$ cat config.mk
export PLATFORM = sky130hd
export DESIGN_NAME = adc_input_gain_hpf_config
export DESIGN_NICKNAME = d
export VERILOG_FILES = /design/src/common/adc_cfg_pkg.sv /design/src/core/adc_input_gain_hpf_config.sv /design/src/core/pipeline_restart.sv
export SDC_FILE = /design/constraint.sdc
export NUM_CORES = 1
export LEC_CHECK = 0
export BUFFER_PORTS_ARGS = -buffer_cell sky130_fd_sc_hd__buf_2
export CAP_MARGIN = 0
export CORE_MARGIN = 2
export CORE_UTILIZATION = 50
export DETAILED_ROUTE_END_ITERATION = 8
export PLACE_DENSITY_LB_ADDON = 0.05
export SKIP_LAST_GASP = 1
export SYNTH_ARGS = -nofsm -noshare
export SYNTH_HDL_FRONTEND = slang
export SYNTH_SLANG_ARGS = --single-unit
export TNS_END_PERCENT = 50
$ cat constraint.sdc
create_clock -name i_ref_clk -period 2.6 [get_ports i_ref_clk]
set_input_delay 0.52 -clock i_ref_clk [delete_from_list [all_inputs] [get_ports i_ref_clk]]
set_output_delay 0.52 -clock i_ref_clk [all_outputs]
set_load 0.01 [all_outputs]
$ cat src/common/adc_cfg_pkg.sv
// constants for the front-end / high-pass configuration register bank
// assumes byte-wide command traffic already framed by the serial front end
package adc_cfg_pkg;

	// ****************************************
	// register indices
	// ****************************************
	localparam logic [4:0] ADDR_FRONT_END_CONFIG = 5'h02;
	localparam logic [4:0] ADDR_HIGHPASS_CORNER_LOW = 5'h03;
	localparam logic [4:0] ADDR_HIGHPASS_CORNER_HIGH = 5'h04;

	// ****************************************
	// reset values
	// ****************************************
	localparam logic [7:0] RST_FRONT_END_CONFIG = 8'h08;
	localparam logic [7:0] RST_HIGHPASS_CORNER_LOW = 8'h32;
	localparam logic [7:0] RST_HIGHPASS_CORNER_HIGH = 8'h03;

	// ****************************************
	// front_end_config field layout
	// ****************************************
	localparam int RESERVED_BIT = 7;
	localparam int INPUT_SEL_MSB = 6;
	localparam int INPUT_SEL_LSB = 4;
	localparam int AMP_MOD_BIT = 3;
	localparam int GAIN_SEL_MSB = 2;
	localparam int GAIN_SEL_LSB = 0;

	// ****************************************
	// command encoding: opcode in bits 7:5, index in 4:0
	// ****************************************
	localparam logic [2:0] CMD_REGISTER_READ = 3'h1;
	localparam logic [2:0] CMD_REGISTER_WRITE = 3'h2;

	// ****************************************
	// timing
	// ****************************************
	localparam logic [5:0] RESTART_READINGS = 6'h3f;

	typedef enum logic [3:0] {
		ST_IDLE = 4'h1,
		ST_COUNT = 4'h2,
		ST_WRITE = 4'h4,
		ST_READ = 4'h8
	} cmd_state_t;

endpackage

$ cat src/core/adc_input_gain_hpf_config.sv
// front-end and high-pass corner configuration bank behind a byte command port
// assumes the serial front end delivers one byte per i_byte_valid pulse
`timescale 1ns/10ps
`default_nettype none
module adc_input_gain_hpf_config
	import adc_cfg_pkg::*;
(
	// clock and reset
	input wire logic i_ref_clk,
	input wire logic i_rst_b,
	// command byte stream
	input wire logic i_byte_valid,
	input wire logic [7:0] i_byte,
	// read answer stream
	output logic o_rd_valid,
	output logic [7:0] o_rd_data,
	// conversion pipeline
	input wire logic i_reading_tick,
	output logic o_pipeline_restart,
	output logic o_results_valid,
	// front-end settings
	output logic o_amp_modulation_enable,
	output logic [2:0] o_input_select,
	output logic [2:0] o_gain_select,
	output logic [15:0] o_highpass_corner
);

	// ****************************************
	// helpers
	// ****************************************
	function automatic logic is_cmd(input logic [7:0] b, input logic [2:0] op);
		is_cmd = (b[7:5] == op);
	endfunction

	// ****************************************
	// state
	// ****************************************
	cmd_state_t state;
	cmd_state_t next_state;
	logic [4:0] addr;
	logic [4:0] next_addr;
	logic [4:0] remaining;
	logic [4:0] next_remaining;
	logic is_write;
	logic next_is_write;
	logic [7:0] front_end_config;
	logic [7:0] next_front_end_config;
	logic [7:0] highpass_corner_low;
	logic [7:0] next_highpass_corner_low;
	logic [7:0] highpass_corner_high;
	logic [7:0] next_highpass_corner_high;
	logic next_rd_valid;
	logic [7:0] next_rd_data;
	logic next_pipeline_restart;

	// ****************************************
	// command decode and register update
	// ****************************************
	always_comb
	begin
		next_state = state;
		next_addr = addr;
		next_remaining = remaining;
		next_is_write = is_write;
		next_front_end_config = front_end_config;
		next_highpass_corner_low = highpass_corner_low;
		next_highpass_corner_high = highpass_corner_high;
		next_rd_valid = 1'b0;
		next_rd_data = o_rd_data;
		next_pipeline_restart = 1'b0;
		case (state)
			ST_IDLE:
			begin
				// bytes that are not a register command are ignored here
				if (i_byte_valid && (is_cmd(i_byte, CMD_REGISTER_READ)
					|| is_cmd(i_byte, CMD_REGISTER_WRITE)))
				begin
					next_addr = i_byte[4:0];
					next_is_write = is_cmd(i_byte, CMD_REGISTER_WRITE);
					next_state = ST_COUNT;
				end
			end
			ST_COUNT:
			begin
				if (i_byte_valid)
				begin
					// byte count minus one; upper bits must be zero
					next_remaining = i_byte[4:0];
					next_state = is_write ? ST_WRITE : ST_READ;
				end
			end
			ST_WRITE:
			begin
				// bytes are taken as they come; spacing is the host's duty
				if (i_byte_valid)
				begin
					if (addr == ADDR_FRONT_END_CONFIG)
					begin
						next_front_end_config = i_byte;
						next_front_end_config[RESERVED_BIT] = 1'b0;
					end
					else if (addr == ADDR_HIGHPASS_CORNER_LOW)
					begin
						next_highpass_corner_low = i_byte;
					end
					else if (addr == ADDR_HIGHPASS_CORNER_HIGH)
					begin
						next_highpass_corner_high = i_byte;
					end
					next_addr = addr + 5'h01;
					next_remaining = remaining - 5'h01;
					if (remaining == 5'h00)
					begin
						// restart only once the whole burst has landed
						next_pipeline_restart = 1'b1;
						next_state = ST_IDLE;
					end
				end
			end
			ST_READ:
			begin
				// each host byte clocks one register out
				if (i_byte_valid)
				begin
					if (addr == ADDR_FRONT_END_CONFIG)
					begin
						next_rd_data = front_end_config;
					end
					else if (addr == ADDR_HIGHPASS_CORNER_LOW)
					begin
						next_rd_data = highpass_corner_low;
					end
					else if (addr == ADDR_HIGHPASS_CORNER_HIGH)
					begin
						next_rd_data = highpass_corner_high;
					end
					else
					begin
						// indices outside this bank answer zero
						next_rd_data = 8'h00;
					end
					next_rd_valid = 1'b1;
					next_addr = addr + 5'h01;
					next_remaining = remaining - 5'h01;
					if (remaining == 5'h00)
					begin
						next_state = ST_IDLE;
					end
				end
			end
			default:
			begin
				next_state = ST_IDLE;
			end
		endcase
	end

	always_ff @(posedge i_ref_clk)
	begin
		if (!i_rst_b)
		begin
			state <= ST_IDLE;
			addr <= 5'h00;
			remaining <= 5'h00;
			is_write <= 1'b0;
			front_end_config <= RST_FRONT_END_CONFIG;
			highpass_corner_low <= RST_HIGHPASS_CORNER_LOW;
			highpass_corner_high <= RST_HIGHPASS_CORNER_HIGH;
			o_rd_valid <= 1'b0;
			o_rd_data <= 8'h00;
			o_pipeline_restart <= 1'b0;
		end
		else
		begin
			state <= next_state;
			addr <= next_addr;
			remaining <= next_remaining;
			is_write <= next_is_write;
			front_end_config <= next_front_end_config;
			highpass_corner_low <= next_highpass_corner_low;
			highpass_corner_high <= next_highpass_corner_high;
			o_rd_valid <= next_rd_valid;
			o_rd_data <= next_rd_data;
			o_pipeline_restart <= next_pipeline_restart;
		end
	end

	// ****************************************
	// settings outputs, registered copies of the bank
	// ****************************************
	always_ff @(posedge i_ref_clk)
	begin
		if (!i_rst_b)
		begin
			o_amp_modulation_enable <= RST_FRONT_END_CONFIG[AMP_MOD_BIT];
			o_input_select <= RST_FRONT_END_CONFIG[INPUT_SEL_MSB:INPUT_SEL_LSB];
			o_gain_select <= RST_FRONT_END_CONFIG[GAIN_SEL_MSB:GAIN_SEL_LSB];
			o_highpass_corner <= {RST_HIGHPASS_CORNER_HIGH, RST_HIGHPASS_CORNER_LOW};
		end
		else
		begin
			o_amp_modulation_enable <= next_front_end_config[AMP_MOD_BIT];
			o_input_select <= next_front_end_config[INPUT_SEL_MSB:INPUT_SEL_LSB];
			o_gain_select <= next_front_end_config[GAIN_SEL_MSB:GAIN_SEL_LSB];
			// high byte on top, low byte below
			o_highpass_corner <= {next_highpass_corner_high, next_highpass_corner_low};
		end
	end

	// ****************************************
	// conversion restart
	// ****************************************
	pipeline_restart u_restart (
		.i_ref_clk(i_ref_clk),
		.i_rst_b(i_rst_b),
		.i_restart(next_pipeline_restart),
		.i_reading_tick(i_reading_tick),
		.o_results_valid(o_results_valid)
	);

endmodule
`default_nettype wire

$ cat src/core/pipeline_restart.sv
// holds the conversion stream invalid for a fixed number of readings
// assumes i_reading_tick pulses once per conversion result
`timescale 1ns/10ps
`default_nettype none
module pipeline_restart
	import adc_cfg_pkg::*;
(
	// clock and reset
	input wire logic i_ref_clk,
	input wire logic i_rst_b,
	// control
	input wire logic i_restart,
	input wire logic i_reading_tick,
	// status
	output logic o_results_valid
);

	logic [5:0] remaining;
	logic [5:0] next_remaining;
	logic next_results_valid;

	always_comb
	begin
		next_remaining = remaining;
		// a new restart reloads even mid-count
		if (i_restart)
		begin
			next_remaining = RESTART_READINGS;
		end
		else if (i_reading_tick && remaining != 6'h00)
		begin
			next_remaining = remaining - 6'h01;
		end
		next_results_valid = (next_remaining == 6'h00);
	end

	always_ff @(posedge i_ref_clk)
	begin
		if (!i_rst_b)
		begin
			remaining <= 6'h00;
			o_results_valid <= 1'b1;
		end
		else
		begin
			remaining <= next_remaining;
			o_results_valid <= next_results_valid;
		end
	end

endmodule
`default_nettype wire

### Yosys cells after proc, flatten, opt, wreduce, memory -nomap -nowiden

Index checks and enable logic that the tools add are counted.

* muxes and demuxes: 33
* $add $sub $neg: 3
* reductions and logical operators: 15
* equal/unequal tests: 13

Operators by type and width (number)
* 8-bit 2-to-1 mux: 12
* 7-bit 2-to-1 mux: 3
* 4-bit 2-to-1 mux: 5
* 5-bit 2-to-1 mux: 4
* 5-bit case mux with 2 select lines: 2
* 6-bit 2-to-1 mux: 2
* 4-bit case mux with 3 select lines: 1
* 5-bit by 2-bit equality test with 1-bit output, second input constant: 2
* 6-bit logical NOT: 1
* 2-bit AND reduction: 3
* 3-bit AND reduction: 2
* 6-bit nonzero test: 1
* 6-bit by 1-bit subtractor with 6-bit output, second input constant: 1
* 5-bit by 1-bit adder with 5-bit output, second input constant: 1
* 5-bit by 3-bit equality test with 1-bit output, second input constant: 1
* 5-bit logical NOT: 1
* 5-bit by 1-bit subtractor with 5-bit output, second input constant: 1
* 4-bit by 1-bit equality test with 1-bit output, second input constant: 1
* 4-bit by 2-bit equality test with 1-bit output, second input constant: 1
* 4-bit by 3-bit equality test with 1-bit output, second input constant: 1
* 4-bit equality test, second input constant: 1
* 1-bit 2-to-1 mux: 4
* 2-bit by 1-bit inequality test with 1-bit output, second input constant: 2
* 2-bit inequality test, second input constant: 2
* other kinds (7): 9

* flip-flop bits (word level): 78
* bits of input ports: 12
* logic and storage cells: 80
* output and inout bits: 34

### Logic depth before layout (Yosys ltp)

* word-level depth: 6
* mapped depth: 8
* mapped depth without buffers: 7

### By module

A second synthesis with hierarchy kept.

* cells, all modules: 315
* area, all modules: 2864.0 µm²

Modules (own cells, without submodules)
* adc_input_gain_hpf_config: seq. area each 960.9 µm², area each 2399.8 µm², cells each 267, instances 1
* pipeline_restart: seq. area each 140.1 µm², area each 464.2 µm², cells each 48, instances 1

### Worst setup path after synthesis

Ideal clock, no wire load.

* kind: reg2reg
* start point: reg addr[0]
* end point: reg front_end_config[3]
* setup slack: 0.573 ns
* period minus slack after synthesis: 2.027 ns
* data required time: 2.472 ns
* setup time: 0.128 ns
* stages on the path, launching flop included: 8
* path buffers: 1
* arrival: 1.899 ns
* cells stage by stage: dfxtp_1 -> inv_1 -> ha_1 -> or4b_1 -> buf_2 -> nor4_4 -> mux2i_1 -> nand2_1

* cells in the longest elaborated chain, start to end: 4

RTL lines
* from (decl): line adc_input_gain_hpf_config.sv:40 `logic [4:0] addr;`
* from (signal assigned): line adc_input_gain_hpf_config.sv:176 `addr <= next_addr;`
* 5-bit by 2-bit equality test with 1-bit output: line adc_input_gain_hpf_config.sv:97 `if (addr == ADDR_FRONT_END_CONFIG)`
* 7-bit 2-to-1 mux: line adc_input_gain_hpf_config.sv:97
* 7-bit 2-to-1 mux: line adc_input_gain_hpf_config.sv:95 `if (i_byte_valid)`
* 7-bit 2-to-1 mux: line adc_input_gain_hpf_config.sv:71 `case (state)`
* to (signal assigned): line adc_input_gain_hpf_config.sv:179 `front_end_config <= next_front_end_config;`
* to (decl): line adc_input_gain_hpf_config.sv:46 `logic [7:0] front_end_config;`

No other way between the ends.
A chain may end at the register's enable or synchronous reset.

### Final worst setup path

* start point: reg addr[0]
* end point: reg front_end_config[1]

The elaborated chain is that of the path after synthesis.

==> summary.txt <==
Synthesis
  • Xor and xnor area share after synthesis: 1.64%
  • Number of distinct library cells after synthesis: 44
  • YS warnings: 0
  • Main combinational cell family by area after synthesis: simple AND/OR/NAND/NOR gates
  • Mapped Nets: 329
  • Synthesized instance count: 311
  • Syn Area/Cell: 8.59 sq um
  • Synth top area cells: dfxtp_1 41%, mux2i_1 9.4%, nor2_1 5.9%, a21oi_1 5.1%, nand2_1 4.4%
  • Ys flop type: dfxtp_1
  • Post-Synth Simple-Gate Area: 22.7%
  • Post-synth ARST share: 0%
  • Post-Synth Adder-Cell Area: 2.81%
  • Mux cell area share after synthesis: 9.78%
  • Largest area contributor in the netlist: dfxtp_1
  • Share of the synthesized area in the top cell type: 41.2%
  • EDFF count, synth: 0
  • Synth Area in Compound Gates: 18.2%
  • Register area share after synthesis: 41.2%
  • Synth Register Bits: 55
  • Post-Syn Area: 0.00267 sq mm

Timing
  • TNS Setup: 0 ps
  • Worst slew pin tran: 762 ps
  • Setup violations, final: 0
  • Worst slew margin: 48.5%
  • Fmax: 0.446 GHz
  • Fin crit share: 86.3%
  • Final-report hold violation count: 0
  • Setup ws final: 356 ps
  • RSZ-0062 raised after global routing: false
  • Fin Hold WS: 455 ps
  • Tmin final: 2240 ps
  • Slew Viols, Final: 0
  • Setup Skew: 2.76 ps

Critical path
  • Setup crit start kind: flip-flop
  • Slowest CP cell: nor4_4
  • Crit. Startpoint: addr[0]
  • Reg2reg start: addr[0]
  • WP data required: 2800 ps
  • Crit path kind: reg -> reg
  • CP max stage delay: 630 ps
  • CP max FO: 8
  • R2R Setup Slk: 360 ps
  • FF-to-FF End: front_end_config[1]
  • Reg2Reg Depth: 6
  • Worst-path cell chain: inv_1 > ha_1 > or4b_1 > nor4_4 > mux2i_1 > nor2_1
  • CP endpoint: front_end_config[1]
  • CP endpoint kind: flip-flop
  • Arr. time, crit path: 2440 ps

Route
  • Vias/cell: 5.57
  • WL final: 6310 um
  • DRT Pass-1 Iters: 4
  • Drc violations: 0
  • Post-route ant nets: 0
  • Post-detailed-route wirelength per cell: 14.8 um
  • Initial detailed-routing violation count: 179
  • DR vias: 2380

Power
  • Net Sw Power: 0.648 mW
  • Power Density: 644 mW/mm^2
  • Maximum vdd drop: 0.329 mV
  • LEAKAGE: 1.20 nW
  • Comb power frac: 25.6%
  • Int Pwr: 1.34 mW
  • Sequential power share: 48.9%
  • Switching Fraction: 32.6%
  • Clock power share: 25.4%

CTS
  • CTS Hold Bufs: 0
  • Clk sinks: 55
  • Post-CTS setup buffer count: 0
  • CTS tree: done
  • Root Driver: clkbuf_8
  • Clk buf depth: 2
  • H-tree depth: 2
  • Worst-path clk slew: 100 ps
  • Post-CTS Resized: 0
  • Cts bufs inserted: 5
  • Clock Latency Late Sink: 310 ps

Place
  • Hpwl dp: 4500 um
  • GPL Wtd Cong: 0.785
  • PortBufs: 45
  • Placed instance area: 0.00299 sq mm
  • Worst Setup Slack post-DPL: 337 ps

Die
  • I/O pins: 46
  • Core area: 0.00514 sq mm
  • Die ar.: 0.00595 sq mm
  • Die Y: 77.1 um
  • Die width: 77.1 um
  • Initial Util: 52.0%
  • Cell Rows: 26

Final layout
  • Inserted Diodes: 0
  • Final instance area: 0.00309 sq mm
  • Most common cell after layout, fill and taps aside: dfxtp_1
  • Util after Layout: 60.1%
  • Synthesis-to-finish area growth: 15.6%
  • Fill count: 523
  • Layout cells sized above 1: 19.0%
  • Most frequent cells in the layout: 55 x dfxtp_1, 45 x buf_2, 42 x nor2_1, 31 x nand2_1, 27 x a21oi_1
  • Final nets: 374

Global routing
  • GRT Util Overall: 22.5%
  • First-pass GRT wire length: 10700 um
  • Remaining global-route overflow: 0
  • Vias in the first global route: 2218
  • Initial antenna violation count: 0
  • Pin count of the biggest net entering global routing: 27

Status
  • Outcome: finished clean

Flow run
  • Max-cap violations: 0

Hold path
  • Worst min-delay path class: reg -> reg
==> layout make-up <==
type / count / area [sq um] / area share (%)
sequential: 55 / 1100 / 35.6
inverter: 8 / 30.0 / 0.972
multi-input combinational: 231 / 1470 / 47.7
timing repair buffer: 55 / 300 / 9.72
clock inverter: 2 / 16.3 / 0.526
clock buffer: 6 / 82.6 / 2.67
tap: 70 / 87.6 / 2.83
==> sequential cells by signal, summed over array words and instances (netlist names) <==
signal	cells
u_restart.o_results_valid	1
o_rd_valid	1
remaining	5
addr	5
highpass_corner_high	8
o_pipeline_restart	1
front_end_config	7
o_rd_data	8
highpass_corner_low	7
u_restart.remaining	6
state	4
is_write	1
o_highpass_corner	1
==> how the worst min path moves through the flow <==
| stage | from | to | depth (start not counted) |
|---|---|---|---|
| 6_report | o_rd_data[1] | o_rd_data[1] | 2 |
| 5_1_grt | o_rd_data[2] | o_rd_data[2] | 2 |
| 4_1_cts | o_rd_data[1] | o_rd_data[1] | 2 |
| 3_3_place_gp | o_rd_data[5] | o_rd_data[5] | 2 |
| 3_5_place_dp | o_rd_data[1] | o_rd_data[1] | 2 |
| 2_1_floorplan | remaining[1] | remaining[1] | 2 |
==> cells by family after synthesis <==
family                     Yosys count
and+or+nand+nor                    120
AOI/OAI and AO/OA                   74
DFF                                 55
muxes                               26
buffers and inverters               25
adders and majority gates            6
xor gates and xnor gates             5
==> Yosys cell counts, types with 4 or more instances <==
| cell | instances |
|---|---|
| clkbuf_1 | 13 |
| nor3_1 | 8 |
| a211o_1 | 8 |
| a21o_1 | 5 |
| ha_1 | 6 |
| o21ai_0 | 9 |
| nand3b_1 | 4 |
| a22oi_1 | 9 |
| nand3_1 | 6 |
| nand2_1 | 31 |
| inv_1 | 7 |
| mux2i_1 | 25 |
| a211oi_1 | 4 |
| nor2_1 | 42 |
| dfxtp_1 | 55 |
| a21oi_1 | 27 |
| buf_2 | 4 |
| nand2b_1 | 4 |
==> metrics by stage <==
step	power, mW	std cells
after detailed placement	1.50	419
final	1.99	427
after floorplan	1.38	311
after CTS	2.01	427
after global placement	1.50	419
after global routing	2.12	427
==> routing by layer <==
layer	track usage, %	up-vias	share of wire [%]
met4	7.32	0	1.3
li1	-	1193	-
met1	29.5	1117	47
met5	0	-	0
met3	4.71	6	5.3
met2	37.2	64	47
==> power by group through the flow <==
stage / Clock, mW / Sequential (mW) / Combinational (mW)
global route: 0.554 / 0.987 / 0.576
detailed placement: 0 / 0.992 / 0.510
finish: 0.506 / 0.973 / 0.510
floorplan: 0 / 0.964 / 0.417
CTS: 0.524 / 0.972 / 0.514
global placement: 0 / 0.990 / 0.510
==> critical path: cells and delay by family, from the launching register on <==
family	cells	cell delay (ps)
adders and majority gates	1	130
buffers and inverters	1	100
DFF	1	360
muxes	1	260
and+or+nand+nor	3	1280
No activity file was read; power rests on OpenSTA's default activity.
